===== src/common/gcd_pkg.sv =====
// constants and types shared by the command decoder
package gcd_pkg;
  localparam int DATA_W = 8;
  localparam int CODE_W = 7;
  localparam int ADDR_W = 5;
  localparam int FIFO_DEPTH = 4;
  localparam logic [4:0] ADDR_MAX = 5'h1E;
  localparam logic [6:0] CMD_GO_LOCAL = 7'h01;
  localparam logic [6:0] CMD_SEL_CLEAR = 7'h04;
  localparam logic [6:0] CMD_TRIGGER = 7'h08;
  localparam logic [6:0] CMD_LOCKOUT = 7'h11;
  localparam logic [6:0] CMD_DEV_CLEAR = 7'h14;
  localparam logic [6:0] CMD_POLL_ON = 7'h18;
  localparam logic [6:0] CMD_POLL_OFF = 7'h19;
  localparam logic [6:0] CMD_UNLISTEN = 7'h3F;
  localparam logic [6:0] CMD_UNTALK = 7'h5F;
  localparam logic [6:0] LISTEN_BASE = 7'h20;
  localparam logic [6:0] TALK_BASE = 7'h40;
  localparam logic [1:0] GRP_LISTEN = 2'h1;
  localparam logic [1:0] GRP_TALK = 2'h2;
  typedef enum logic [1:0] {
    GCD_HS_IDLE = 2'h0,
    GCD_HS_READY = 2'h1,
    GCD_HS_TAKEN = 2'h3
  } gcd_hs_t;
endpackage


===== src/design/gcd_decoder.sv =====
// bus command decoder, acceptor handshake and data path for an instrument
// Notes on behaviour
// - uniline commands are read purely from the level of their own bus line
// - controller drives ATN IFC REN; we only drive SRQ, NRFD, NDAC
// - asserted REN puts the device into remote operation
// - EOI travelling with the last data byte marks message end
// - IFC drops both talker and listener roles at once
// - ATN low bytes are commands; ATN high bytes are device data
// - device pulls SRQ low while it needs service and is not in serial poll
// - universal commands act without addressing whenever ATN is low
// - byte 0x11 under ATN enables front-panel lockout
// - byte 0x14 under ATN pulses device clear, empties the fifo and ends serial poll, addressed or not
// - 0x18 enters serial poll, 0x19 leaves serial poll
// - addressed commands act only while we are listen-addressed; 0x08 also acts unaddressed when the trigger option is set
// - 0x04 when listening is a selective clear to defaults
// - 0x01 when listening drops lockout; remote clears for one cycle, then REN sets it again
// - 0x08 under ATN fires trigger; option lets it fire unaddressed
// - 0x3F clears listener, 0x5F clears talker
// - listen address is 0x20 plus own address
// - talk address is 0x40 plus own address and makes us talker
// - secondary command group bytes are ignored
// - decoding looks at seven low data bits only
// - data accepted only with ATN high after being listen-addressed
// - every bus line is active low at the pins
// - interlocked three-wire handshake on DAV, NRFD, NDAC
// - primary address 0 to 30 captured once after reset release
`timescale 1ns/1ps
`default_nettype none
module gcd_decoder (
  input wire logic clk_i,
  input wire logic rstn_i,
  input wire logic atn_n_i,
  input wire logic ifc_n_i,
  input wire logic ren_n_i,
  input wire logic eoi_n_i,
  input wire logic dav_n_i,
  input wire logic [7:0] dio_n_i,
  output logic nrfd_n_o,
  output logic nrfd_oe_n_o,
  output logic ndac_n_o,
  output logic ndac_oe_n_o,
  output logic srq_n_o,
  output logic srq_oe_n_o,
  input wire logic [4:0] addr_sw_i,
  input wire logic trig_unaddr_en_i,
  input wire logic service_req_i,
  output logic remote_o,
  output logic lockout_o,
  output logic poll_mode_o,
  output logic listener_o,
  output logic talker_o,
  output logic dev_clear_o,
  output logic trigger_o,
  output logic data_valid_o,
  input wire logic data_ready_i,
  output logic [7:0] data_o,
  output logic data_last_o
);
  typedef struct packed {
    gcd_pkg::gcd_hs_t hs;
    logic addr_taken;
    logic [4:0] addr;
    logic addr_ok;
    logic remote;
    logic lockout;
    logic poll;
    logic listen;
    logic talk;
    logic clr_pulse;
    logic trig_pulse;
    logic nrfd_n;
    logic ndac_n;
    logic srq_n;
    logic out_valid;
    logic [8:0] out_word;
  } gcd_state_t;

  // power-up values in one place; both handshake lines held low so the bus waits for us
  localparam gcd_state_t RESET_ST = '{
    hs: gcd_pkg::GCD_HS_IDLE,
    addr_taken: 1'b0,
    addr: 5'h00,
    addr_ok: 1'b0,
    remote: 1'b0,
    lockout: 1'b0,
    poll: 1'b0,
    listen: 1'b0,
    talk: 1'b0,
    clr_pulse: 1'b0,
    trig_pulse: 1'b0,
    nrfd_n: 1'b0,
    ndac_n: 1'b0,
    srq_n: 1'b1,
    out_valid: 1'b0,
    out_word: 9'h000
  };

  gcd_state_t st_reg;
  gcd_state_t st_next;

  logic fifo_in_ready;
  logic fifo_out_valid;
  logic [8:0] fifo_out_data;
  logic fifo_push;
  logic fifo_pop;
  logic [8:0] fifo_in_data;

  // two-bit group of a 7-bit code: listen, talk, other
  function automatic logic [1:0] code_group(input logic [6:0] c);
    if (c[6:5] == LISTEN_BASE_HI()) begin
      code_group = gcd_pkg::GRP_LISTEN;
    end else if (c[6:5] == TALK_BASE_HI()) begin
      code_group = gcd_pkg::GRP_TALK;
    end else begin
      code_group = 2'h0;
    end
  endfunction

  function automatic logic [1:0] LISTEN_BASE_HI();
    LISTEN_BASE_HI = gcd_pkg::LISTEN_BASE[6:5];
  endfunction

  function automatic logic [1:0] TALK_BASE_HI();
    TALK_BASE_HI = gcd_pkg::TALK_BASE[6:5];
  endfunction

  logic atn;
  logic ifc;
  logic ren;
  logic eoi;
  logic dav;
  logic [6:0] code;
  // pins are active low; invert once here
  assign atn = !atn_n_i;
  assign ifc = !ifc_n_i;
  assign ren = !ren_n_i;
  assign eoi = !eoi_n_i;
  assign dav = !dav_n_i;
  assign code = ~dio_n_i[6:0];

  always_comb begin
    logic byte_now;
    logic [1:0] grp;
    logic blocked;
    byte_now = 1'b0;
    grp = code_group(code);
    // a data byte for us with nowhere to go must not see NRFD released
    blocked = !atn && st_reg.listen && !fifo_in_ready;
    st_next = st_reg;
    st_next.clr_pulse = 1'b0;
    st_next.trig_pulse = 1'b0;
    fifo_push = 1'b0;
    fifo_in_data = {eoi, ~dio_n_i};
    // address switches read once only, after reset release
    if (!st_reg.addr_taken) begin
      st_next.addr_taken = 1'b1;
      st_next.addr = addr_sw_i;
      st_next.addr_ok = (addr_sw_i <= gcd_pkg::ADDR_MAX);
    end
    // acceptor handshake
    case (st_reg.hs)
      gcd_pkg::GCD_HS_IDLE: begin
        st_next.ndac_n = 1'b0;
        if (!dav && st_reg.addr_taken) begin
          st_next.nrfd_n = !blocked;
          st_next.hs = gcd_pkg::GCD_HS_READY;
        end
      end
      gcd_pkg::GCD_HS_READY: begin
        // data bytes stall here while the fifo is full, holding NRFD low
        if (dav && !blocked) begin
          byte_now = 1'b1;
          st_next.nrfd_n = 1'b0;
          st_next.ndac_n = 1'b1;
          st_next.hs = gcd_pkg::GCD_HS_TAKEN;
        end else begin
          st_next.nrfd_n = !blocked;
        end
      end
      gcd_pkg::GCD_HS_TAKEN: begin
        if (!dav) begin
          st_next.ndac_n = 1'b0;
          st_next.hs = gcd_pkg::GCD_HS_IDLE;
        end
      end
      default: begin
        st_next.hs = gcd_pkg::GCD_HS_IDLE;
      end
    endcase
    if (byte_now && atn) begin
      if (code == gcd_pkg::CMD_LOCKOUT) begin
        st_next.lockout = 1'b1;
      end else if (code == gcd_pkg::CMD_DEV_CLEAR) begin
        st_next.clr_pulse = 1'b1;
        st_next.poll = 1'b0;
      end else if (code == gcd_pkg::CMD_POLL_ON) begin
        st_next.poll = 1'b1;
      end else if (code == gcd_pkg::CMD_POLL_OFF) begin
        st_next.poll = 1'b0;
      end else if (code == gcd_pkg::CMD_SEL_CLEAR) begin
        if (st_reg.listen) begin
          st_next.clr_pulse = 1'b1;
          st_next.poll = 1'b0;
        end
      end else if (code == gcd_pkg::CMD_GO_LOCAL) begin
        if (st_reg.listen) begin
          st_next.remote = 1'b0;
          st_next.lockout = 1'b0;
        end
      end else if (code == gcd_pkg::CMD_TRIGGER) begin
        if (st_reg.listen || trig_unaddr_en_i) begin
          st_next.trig_pulse = 1'b1;
        end
      end else if (code == gcd_pkg::CMD_UNLISTEN) begin
        st_next.listen = 1'b0;
      end else if (code == gcd_pkg::CMD_UNTALK) begin
        st_next.talk = 1'b0;
      end else if (grp == gcd_pkg::GRP_LISTEN) begin
        if (st_reg.addr_ok &&
            code == (gcd_pkg::LISTEN_BASE | {2'h0, st_reg.addr})) begin
          st_next.listen = 1'b1;
        end
      end else if (grp == gcd_pkg::GRP_TALK) begin
        if (st_reg.addr_ok &&
            code == (gcd_pkg::TALK_BASE | {2'h0, st_reg.addr})) begin
          st_next.talk = 1'b1;
        end
      end
      // anything else, secondary group included, is dropped
    end else if (byte_now && st_reg.listen) begin
      fifo_push = 1'b1;
    end
    // remote follows REN; without REN the device is always local
    if (ren) begin
      if (!st_reg.remote && !(byte_now && atn && code == gcd_pkg::CMD_GO_LOCAL &&
          st_reg.listen)) begin
        st_next.remote = 1'b1;
      end
    end else begin
      st_next.remote = 1'b0;
      st_next.lockout = 1'b0;
    end
    if (ifc) begin
      st_next.listen = 1'b0;
      st_next.talk = 1'b0;
    end
    st_next.srq_n = !(service_req_i && !st_reg.poll);
    // output register stage fed from the fifo
    fifo_pop = fifo_out_valid && (!st_reg.out_valid || data_ready_i);
    if (fifo_pop) begin
      st_next.out_valid = 1'b1;
      st_next.out_word = fifo_out_data;
    end else if (data_ready_i) begin
      st_next.out_valid = 1'b0;
    end
  end

  always_ff @(posedge clk_i or negedge rstn_i) begin
    if (!rstn_i) begin
      st_reg <= RESET_ST;
    end else begin
      st_reg <= st_next;
    end
  end

  gcd_fifo #(
    .WIDTH(9),
    .DEPTH(gcd_pkg::FIFO_DEPTH)
  ) u_fifo (
    .clk_i(clk_i),
    .rstn_i(rstn_i),
    .clear_i(st_reg.clr_pulse),
    .in_valid_i(fifo_push),
    .in_ready_o(fifo_in_ready),
    .in_data_i(fifo_in_data),
    .out_valid_o(fifo_out_valid),
    .out_ready_i(fifo_pop),
    .out_data_o(fifo_out_data)
  );

  // open-drain drivers: enable low while driving low
  assign nrfd_n_o = 1'b0;
  assign nrfd_oe_n_o = st_reg.nrfd_n;
  assign ndac_n_o = 1'b0;
  assign ndac_oe_n_o = st_reg.ndac_n;
  assign srq_n_o = 1'b0;
  assign srq_oe_n_o = st_reg.srq_n;
  assign remote_o = st_reg.remote;
  assign lockout_o = st_reg.lockout;
  assign poll_mode_o = st_reg.poll;
  assign listener_o = st_reg.listen;
  assign talker_o = st_reg.talk;
  assign dev_clear_o = st_reg.clr_pulse;
  assign trigger_o = st_reg.trig_pulse;
  assign data_valid_o = st_reg.out_valid;
  assign data_o = st_reg.out_word[7:0];
  assign data_last_o = st_reg.out_word[8];
endmodule
`default_nettype wire


===== src/design/gcd_fifo.sv =====
// small valid/ready fifo for received data bytes
`timescale 1ns/1ps
`default_nettype none
module gcd_fifo #(
  parameter int WIDTH = 9,
  parameter int DEPTH = 4
) (
  input wire logic clk_i,
  input wire logic rstn_i,
  input wire logic clear_i,
  input wire logic in_valid_i,
  output logic in_ready_o,
  input wire logic [WIDTH-1:0] in_data_i,
  output logic out_valid_o,
  input wire logic out_ready_i,
  output logic [WIDTH-1:0] out_data_o
);
  localparam int PW = $clog2(DEPTH);
  logic [WIDTH-1:0] mem_reg [DEPTH];
  logic [PW-1:0] wp_reg;
  logic [PW-1:0] rp_reg;
  logic [PW:0] cnt_reg;
  logic push;
  logic pop;
  assign in_ready_o = (cnt_reg != (PW+1)'(DEPTH));
  assign out_valid_o = (cnt_reg != '0);
  assign out_data_o = mem_reg[rp_reg];
  assign push = in_valid_i && in_ready_o;
  assign pop = out_valid_o && out_ready_i;
  always_ff @(posedge clk_i or negedge rstn_i) begin
    if (!rstn_i) begin
      wp_reg <= '0;
      rp_reg <= '0;
      cnt_reg <= '0;
    end else if (clear_i) begin
      wp_reg <= '0;
      rp_reg <= '0;
      cnt_reg <= '0;
    end else begin
      if (push) begin
        wp_reg <= wp_reg + 1'b1;
      end
      if (pop) begin
        rp_reg <= rp_reg + 1'b1;
      end
      cnt_reg <= cnt_reg + (PW+1)'(push) - (PW+1)'(pop);
    end
  end
  // storage has no reset; contents are only read when counted valid
  always_ff @(posedge clk_i) begin
    if (push) begin
      mem_reg[wp_reg] <= in_data_i;
    end
  end
endmodule
`default_nettype wire


===== config.mk =====
export PLATFORM = sky130hd
export DESIGN_NAME = gcd_decoder
export DESIGN_NICKNAME = d
export VERILOG_FILES = /design/src/common/gcd_pkg.sv /design/src/design/gcd_decoder.sv /design/src/design/gcd_fifo.sv
export SDC_FILE = /design/constraint.sdc
export NUM_CORES = 1
export LEC_CHECK = 0
export BUFFER_PORTS_ARGS = -buffer_cell sky130_fd_sc_hd__buf_2
export CORE_MARGIN = 8
export CORE_UTILIZATION = 55
export CTS_CLUSTER_DIAMETER = 40
export DETAILED_ROUTE_END_ITERATION = 10
export MAX_ROUTING_LAYER = met4
export PLACE_DENSITY = 0.77
export SYNTH_ARGS = -nofsm -noshare
export SYNTH_HDL_FRONTEND = slang
export SYNTH_SLANG_ARGS = --single-unit

===== constraint.sdc =====
create_clock -name clk_i -period 6 [get_ports clk_i]
set_clock_uncertainty 0.2 [all_clocks]
set_input_delay 1.2 -clock clk_i [delete_from_list [all_inputs] [get_ports clk_i]]
set_output_delay 1.2 -clock clk_i [all_outputs]
set_load 0.05 [all_outputs]

==> results of run 1 <==
[synth_stat cells, types with 2 or more instances]
master      n
mux4_2      8
nor2_1     11
o21ai_0     5
dfrtp_1    35
nor4_1      3
and2_1      4
a21oi_1     5
a2bb2oi_1   2
ha_1       10
edfxtp_1   36
o211ai_1    2
xnor2_1     7
inv_1      19
mux2_2      8
nand2b_1    4
mux2_4      8
nand3_1     5
nand4b_1    4
buf_2       3
xor2_1      3
nand2_1     8
nor3_1      4
conb_1      2
buf_4      12
[logic make-up after synthesis]
group                    after synthesis
adder cells (fa/ha/maj)               11
other                                  2
AO/OA/AOI/OAI                         21
buffers and inverters                 36
flip-flops                            72
AND/OR/NAND/NOR                       53
XOR/XNOR                              10
multiplexers                          26
[per-stage QoR]
stage | power, mW | setup slack [ps] | util, % | area [um^2]
6_report | 1.54 | 3050 | 62.6 | 3660
3_5_place_dp | 1.23 | 2680 | 59.7 | 3490
3_3_place_gp | 1.21 | 2740 | 59.7 | 3490
4_1_cts | 1.56 | 3040 | 62.6 | 3660
2_1_floorplan | 1.16 | 2840 | - | 3300
5_1_grt | 1.65 | 2930 | 62.6 | 3660
[cell type report]
class | instances | area (um^2) | share of cell area, %
Timing Repair Buffer | 43 | 218 | 5.94
Sequential cell | 72 | 1980 | 54.1
Tap cell | 75 | 93.8 | 2.56
Clock inverter | 1 | 5.00 | 0.137
Multi-Input combinational cell | 125 | 1130 | 30.7
Inverter | 19 | 71.3 | 1.95
Clock buffer | 15 | 166 | 4.54
[path summary, 6_finish.rpt]
kind	cells past startpoint	start	slack, ps	end
max	12	data_ready_i	3050	u_fifo.cnt_reg[2]
min	1	poll_mode_o	300	srq_oe_n_o
max reg2reg	11	u_fifo.cnt_reg[1]	3340	u_fifo.cnt_reg[2]
min reg2reg	1	poll_mode_o	300	srq_oe_n_o
max in group asynchronous	1	rstn_i	4300	talker_o
min in group asynchronous	1	rstn_i	760	data_o[4]
[report_power, final]
part / internal, mW / total, mW / switching, mW
logic: 0.240 / 0.538 / 0.298
registers: 0.591 / 0.668 / 0.0775
clock network: 0.173 / 0.334 / 0.161
total: 1.00 / 1.54 / 0.536
[metal layers]
metal / GRT usage (%) / up-vias
met5: - / -
met4: 7.79 / 0
met3: 4.89 / 16
met2: 23.2 / 50
met1: 17.3 / 912
li1: - / 889
[worst max-delay path, stage by stage]
cell,delay (ps)
buf_2,80
inv_1,30
a21oi_1,120
buf_4,250
ha_1,270
inv_1,60
ha_1,130
inv_1,50
fa_1,390
xor2_1,180
xnor2_1,140
nor2_1,50
[layout by cell type (no fill, tap or decap), types with 2 or more instances in the layout]
cell       count
and2_1         4
nor4_1         3
nand4b_1       4
conb_1         4
a21oi_1        5
nand2b_1       4
inv_1         19
o211ai_1       2
mux2_2         8
clkbuf_1       4
ha_1          10
xnor2_1        7
nand3_1        5
mux2_4         8
dfrtp_1       35
buf_2         42
edfxtp_1      36
nand2_1        8
clkbuf_8      11
mux4_2         8
xor2_1         3
nor2_1        11
o21ai_0        5
a2bb2oi_1      2
nor3_1         4
==> metrics.txt, run 1 <==
status finished, final reports clean; Yosys cell types 47; GR Util All Layers 15.1%; unrepaired setup endpoints after global routing no; slew margin rel. 44.4%; ranking of synthesized cells by area edfxtp_1 (33%), dfrtp_1 (27%), mux4_2 (5.5%); max reg flops 36; P&R area growth vs syn 11.2%; CTS root buf clkbuf_8; Hold Slack 299 ps; Max FO, Critical Path 11; first-pass GRT wire length 9810 um; CP Launch Type input port; pwr/cell area 420 nW/um^2; post-CTS sizing 0; Initial Util 56.3%; DR vias 1867; drt wl/cell 16.2 um; number of global-route vias before repair 2046; final hold viol count 0; worst ir drop on vdd 0.000221 V; Post-Syn Area 3290 um^2; Final Non-Filler Cells 350; Post-Route Setup TNS 0 ps; antenna viol nets, final 0; synthesized instance count 231; Clock Sinks 72; Synth Warn # 0; Arr. time, crit path 2960 ps; largest family of logic cells by synthesized area multiplexers; Clock Path Buffers 2; Final min period 2950 ps; Initial DRC Count 50; Pleak 1.54 nW; Post-Synth Adder-Cell Area 4.41%; DP HPWL 4160 um; core box area 5850 um^2; ys async rst share 50.0%; antenna cells 0; Finish-stage setup viols 0; initial antenna violation count 0; max-slew violations 0; DRT Wirelength 5670 um; complex-gate fraction of the synthesized area 4.33%; cell row count 28; area share of the largest cell type after synthesis 32.8%; First-pass DRT Iterations 4; Max Fclk 0.340 GHz; CP Data Required Time 6020 ps; Synth area leader edfxtp_1; Num CTS Buffers 9; pin count of the biggest net entering global routing 37; number of remaining DRC errors 0; crit path kind input port to register; layout cells sized above 1 30.9%; gr ovfl total 0; die area 8720 um^2; GP Congestion 0.752; DR top layer met4; Hold Path Class register to register; CTS H-tree depth 3; met1 WL 2470 um; Die Y 93.4 um; simple logic cell fraction of the synthesized area 9.38%; port bufs 42; hold buffers post-CTS 0; multiplexer share of the synthesized area 13.0%; met2 wire len 2770 um; Post-Synth XOR/XNOR Area 2.66%; Worst-Skew Late Latency 340 ps; Boundary Pins 46; EDFF count, synth 36; Post-CTS Setup Inserts 0; CTS tree built; synthesized area per cell 14.3 um^2; fin crit share 49.1%; Layout Nets 304; Cells after DPL 334; filler instances 470; Most used DFF post-synth edfxtp_1; max_cap viols 0; worst slew pin tran 834 ps; die width 93.4 um; register area share after synthesis 60.2%; number of vias per cell 5.33; Worst Setup End Kind register; flops & latches, synth 72; WL met3 304 um; Reg clk slew, reported paths 70 ps
No activity file was read; power rests on OpenSTA's default activity.
==> run 2: changes to the inputs <==
--- a/config.mk
+++ b/config.mk
@@ -5,6 +5,7 @@
 export SDC_FILE = /design/constraint.sdc
 export NUM_CORES = 1
 export LEC_CHECK = 0
+export ABC_AREA = 1
 export BUFFER_PORTS_ARGS = -buffer_cell sky130_fd_sc_hd__buf_2
 export CORE_MARGIN = 8
 export CORE_UTILIZATION = 55
==> constraint.sdc (replaced) <==
create_clock -name clk_i -period 3.1 [get_ports clk_i]
set_clock_uncertainty 0.2 [all_clocks]
set_input_delay 0.62 -clock clk_i [delete_from_list [all_inputs] [get_ports clk_i]]
set_output_delay 0.62 -clock clk_i [all_outputs]
set_load 0.05 [all_outputs]
==> run 2 against run 1 <==
  * First-iteration DRC count increased by 78%
  * Critical endpoint unchanged
  * Critical path type is now register to register
  * Largest power group unchanged
  * Power increased by 100%
  * Wire length increased by 18%
==> metrics.txt, run 2 <==
GR Util All Layers 16.2%; worst ir drop on vdd 0.000548 V; DRT Wirelength 6690 um; number of global-route vias before repair 2463; CP Data Required Time 3160 ps; Finished Cell Area 3910 um^2; die width 95.9 um; core box area 6280 um^2; flops & latches, synth 72; First-pass DRT Iterations 4; most frequent cell after synthesis nor2_1; DP Area 3710 um^2; crit path kind register to register; worst slew pin tran 827 ps; CP Launch Type register; Layout Nets 456; max reg flops 36; met3 usage 5.07%; first-pass GRT wire length 11100 um; CP max stage delay 400 ps; ys async rst share 50.0%; slew margin rel. 44.9%; Max Fclk 0.401 GHz; unrepaired setup endpoints after global routing no; Synth area leader edfxtp_1; Synth Warn # 0; Most Crowded Layer GR met2; hold buffers post-CTS 0; Clock Path Buffers 2; max-slew violations 0; GR Layer Usage met2 24.7%; CTS H-tree depth 3; commonest non-fill, non-tap cell in the layout nor2_1; Reg clk slew, reported paths 80 ps; max_cap viols 0; filler instances 518; layout cells sized above 1 19.0%; number of vias per cell 5.08; Die Y 95.9 um; Worst-Skew Late Latency 340 ps; multi-input logic area 1210 um^2; power after layout 3.13 mW; Finish-stage setup viols 0; Worst Setup End Kind register; port bufs 42; dominant cell type by count on the critical path inv_1; P&R area growth vs syn 11.3%; cell row count 29; Final Non-Filler Cells 504; Initial DRC Count 89; DP HPWL 4980 um; CP delay by family, top adder cells; Post-CTS Setup Inserts 0; number of remaining DRC errors 0; Max FO, Critical Path 6; Pleak 1.82 nW; status finished, final reports clean; CTS root buf clkbuf_8; Post-Syn Area 3510 um^2; Final min period 2490 ps; gr ovfl total 0; GP Congestion 0.885; commonest cells after routing, fill and taps aside nor2_1 (75), nand2_1 (64), inv_1 (43); post-CTS sizing 0; Post-Route Setup TNS 0 ps; antenna cells 0; DR vias 2558; pwr/cell area 802 nW/um^2; FF-to-FF setup slack 610 ps; antenna viol nets, final 0; register area 1980 um^2; register area share after synthesis 56.5%; die area 9200 um^2; area share of the largest cell type after synthesis 30.8%; Most used DFF post-synth edfxtp_1; CTS tree built; final hold viol count 0; synthesized area per cell 9.14 um^2; Arr. time, crit path 2550 ps; CP cell instances inv_1, ha_1, nand2_1, inv_1, nand4_1, inv_2, ha_1, inv_1, fa_1, and3_1, nor3_1; Boundary Pins 46; Num CTS Buffers 9; initial antenna violation count 0; Cells after DPL 488; Hold Slack 168 ps; Clock Sinks 72; synth cell count leaders nor2_1 (75), nand2_1 (64), inv_1 (43), edfxtp_1 (36), dfrtp_1 (35); fin crit share 80.4%; Yosys cell types 35; Hold Path Class input port to async pin; Initial Util 55.9%; synthesized instance count 384; pin count of the biggest net entering global routing 37; buffers plus inverters on the worst setup path 4; drt wl/cell 13.3 um; EDFF count, synth 36; met1 Resource Use GR 20.1%; slowest library cell on the worst path dfrtp_1; ranking of synthesized cells by area edfxtp_1 (31%), dfrtp_1 (25%), nor2_1 (8.0%)
## run 2: worst paths after layout
check / cells after the start / endpoint / start
worst min register to register: 2 / talker_o / talker_o
worst min-delay path: 1 / data_o[7] / rstn_i
min in group clk_i: 2 / srq_oe_n_o / service_req_i
worst max register to register: 11 / u_fifo.cnt_reg[2] / st_reg[28]
worst max-delay path: 11 / u_fifo.cnt_reg[2] / st_reg[28]
max in group asynchronous: 1 / st_reg[27] / rstn_i
## run 2: cells by family after synthesis
family          Yosys count  share of synthesized area, %
compound gates           52                          8.34
xor+xnor                  1                         0.250
fa+ha+maj                11                          4.13
buf+inv                  69                          9.12
flops                    72                          56.5
other cells               2                         0.214
simple gates            177                          21.5
## run 2: worst reg2reg max path, delay by kind of cell, from the launching register on
family | cells | cell delay, ps
adders and majority gates | 3 | 760
buffers and inverters | 4 | 370
DFF | 1 | 400
and+or+nand+nor | 4 | 680
## run 2: through the flow
stage                     util (%)  worst slack (ps)
after CTS                     62.2               578
after global placement        59.1               571
after floorplan                  -               550
after detailed placement      59.1               494
final                         62.2               608
after global routing          62.2               406
## run 2: routing by layer
layer  share of wire (%)  vias to the layer above
li1                    -                     1298
met1                  48                     1196
met2                  46                       60
met3                 5.5                        4
met4                0.91                        0
met5                   0                        -
## run 2: final cells by class
class                   count  share of cell area (%)
repair buffers             45                    5.96
clock buffers              10                    3.52
clock inverters             6                    1.50
multi-input cells         245                    31.1
inverters                  49                    4.71
well taps                  77                    2.47
flip-flops and latches     72                    50.8
## run 2: power breakdown
part	switching, mW	total [mW]	internal (mW)
Combinational	0.767	1.10	0.335
Sequential	0.147	1.30	1.15
Clock	0.344	0.732	0.388
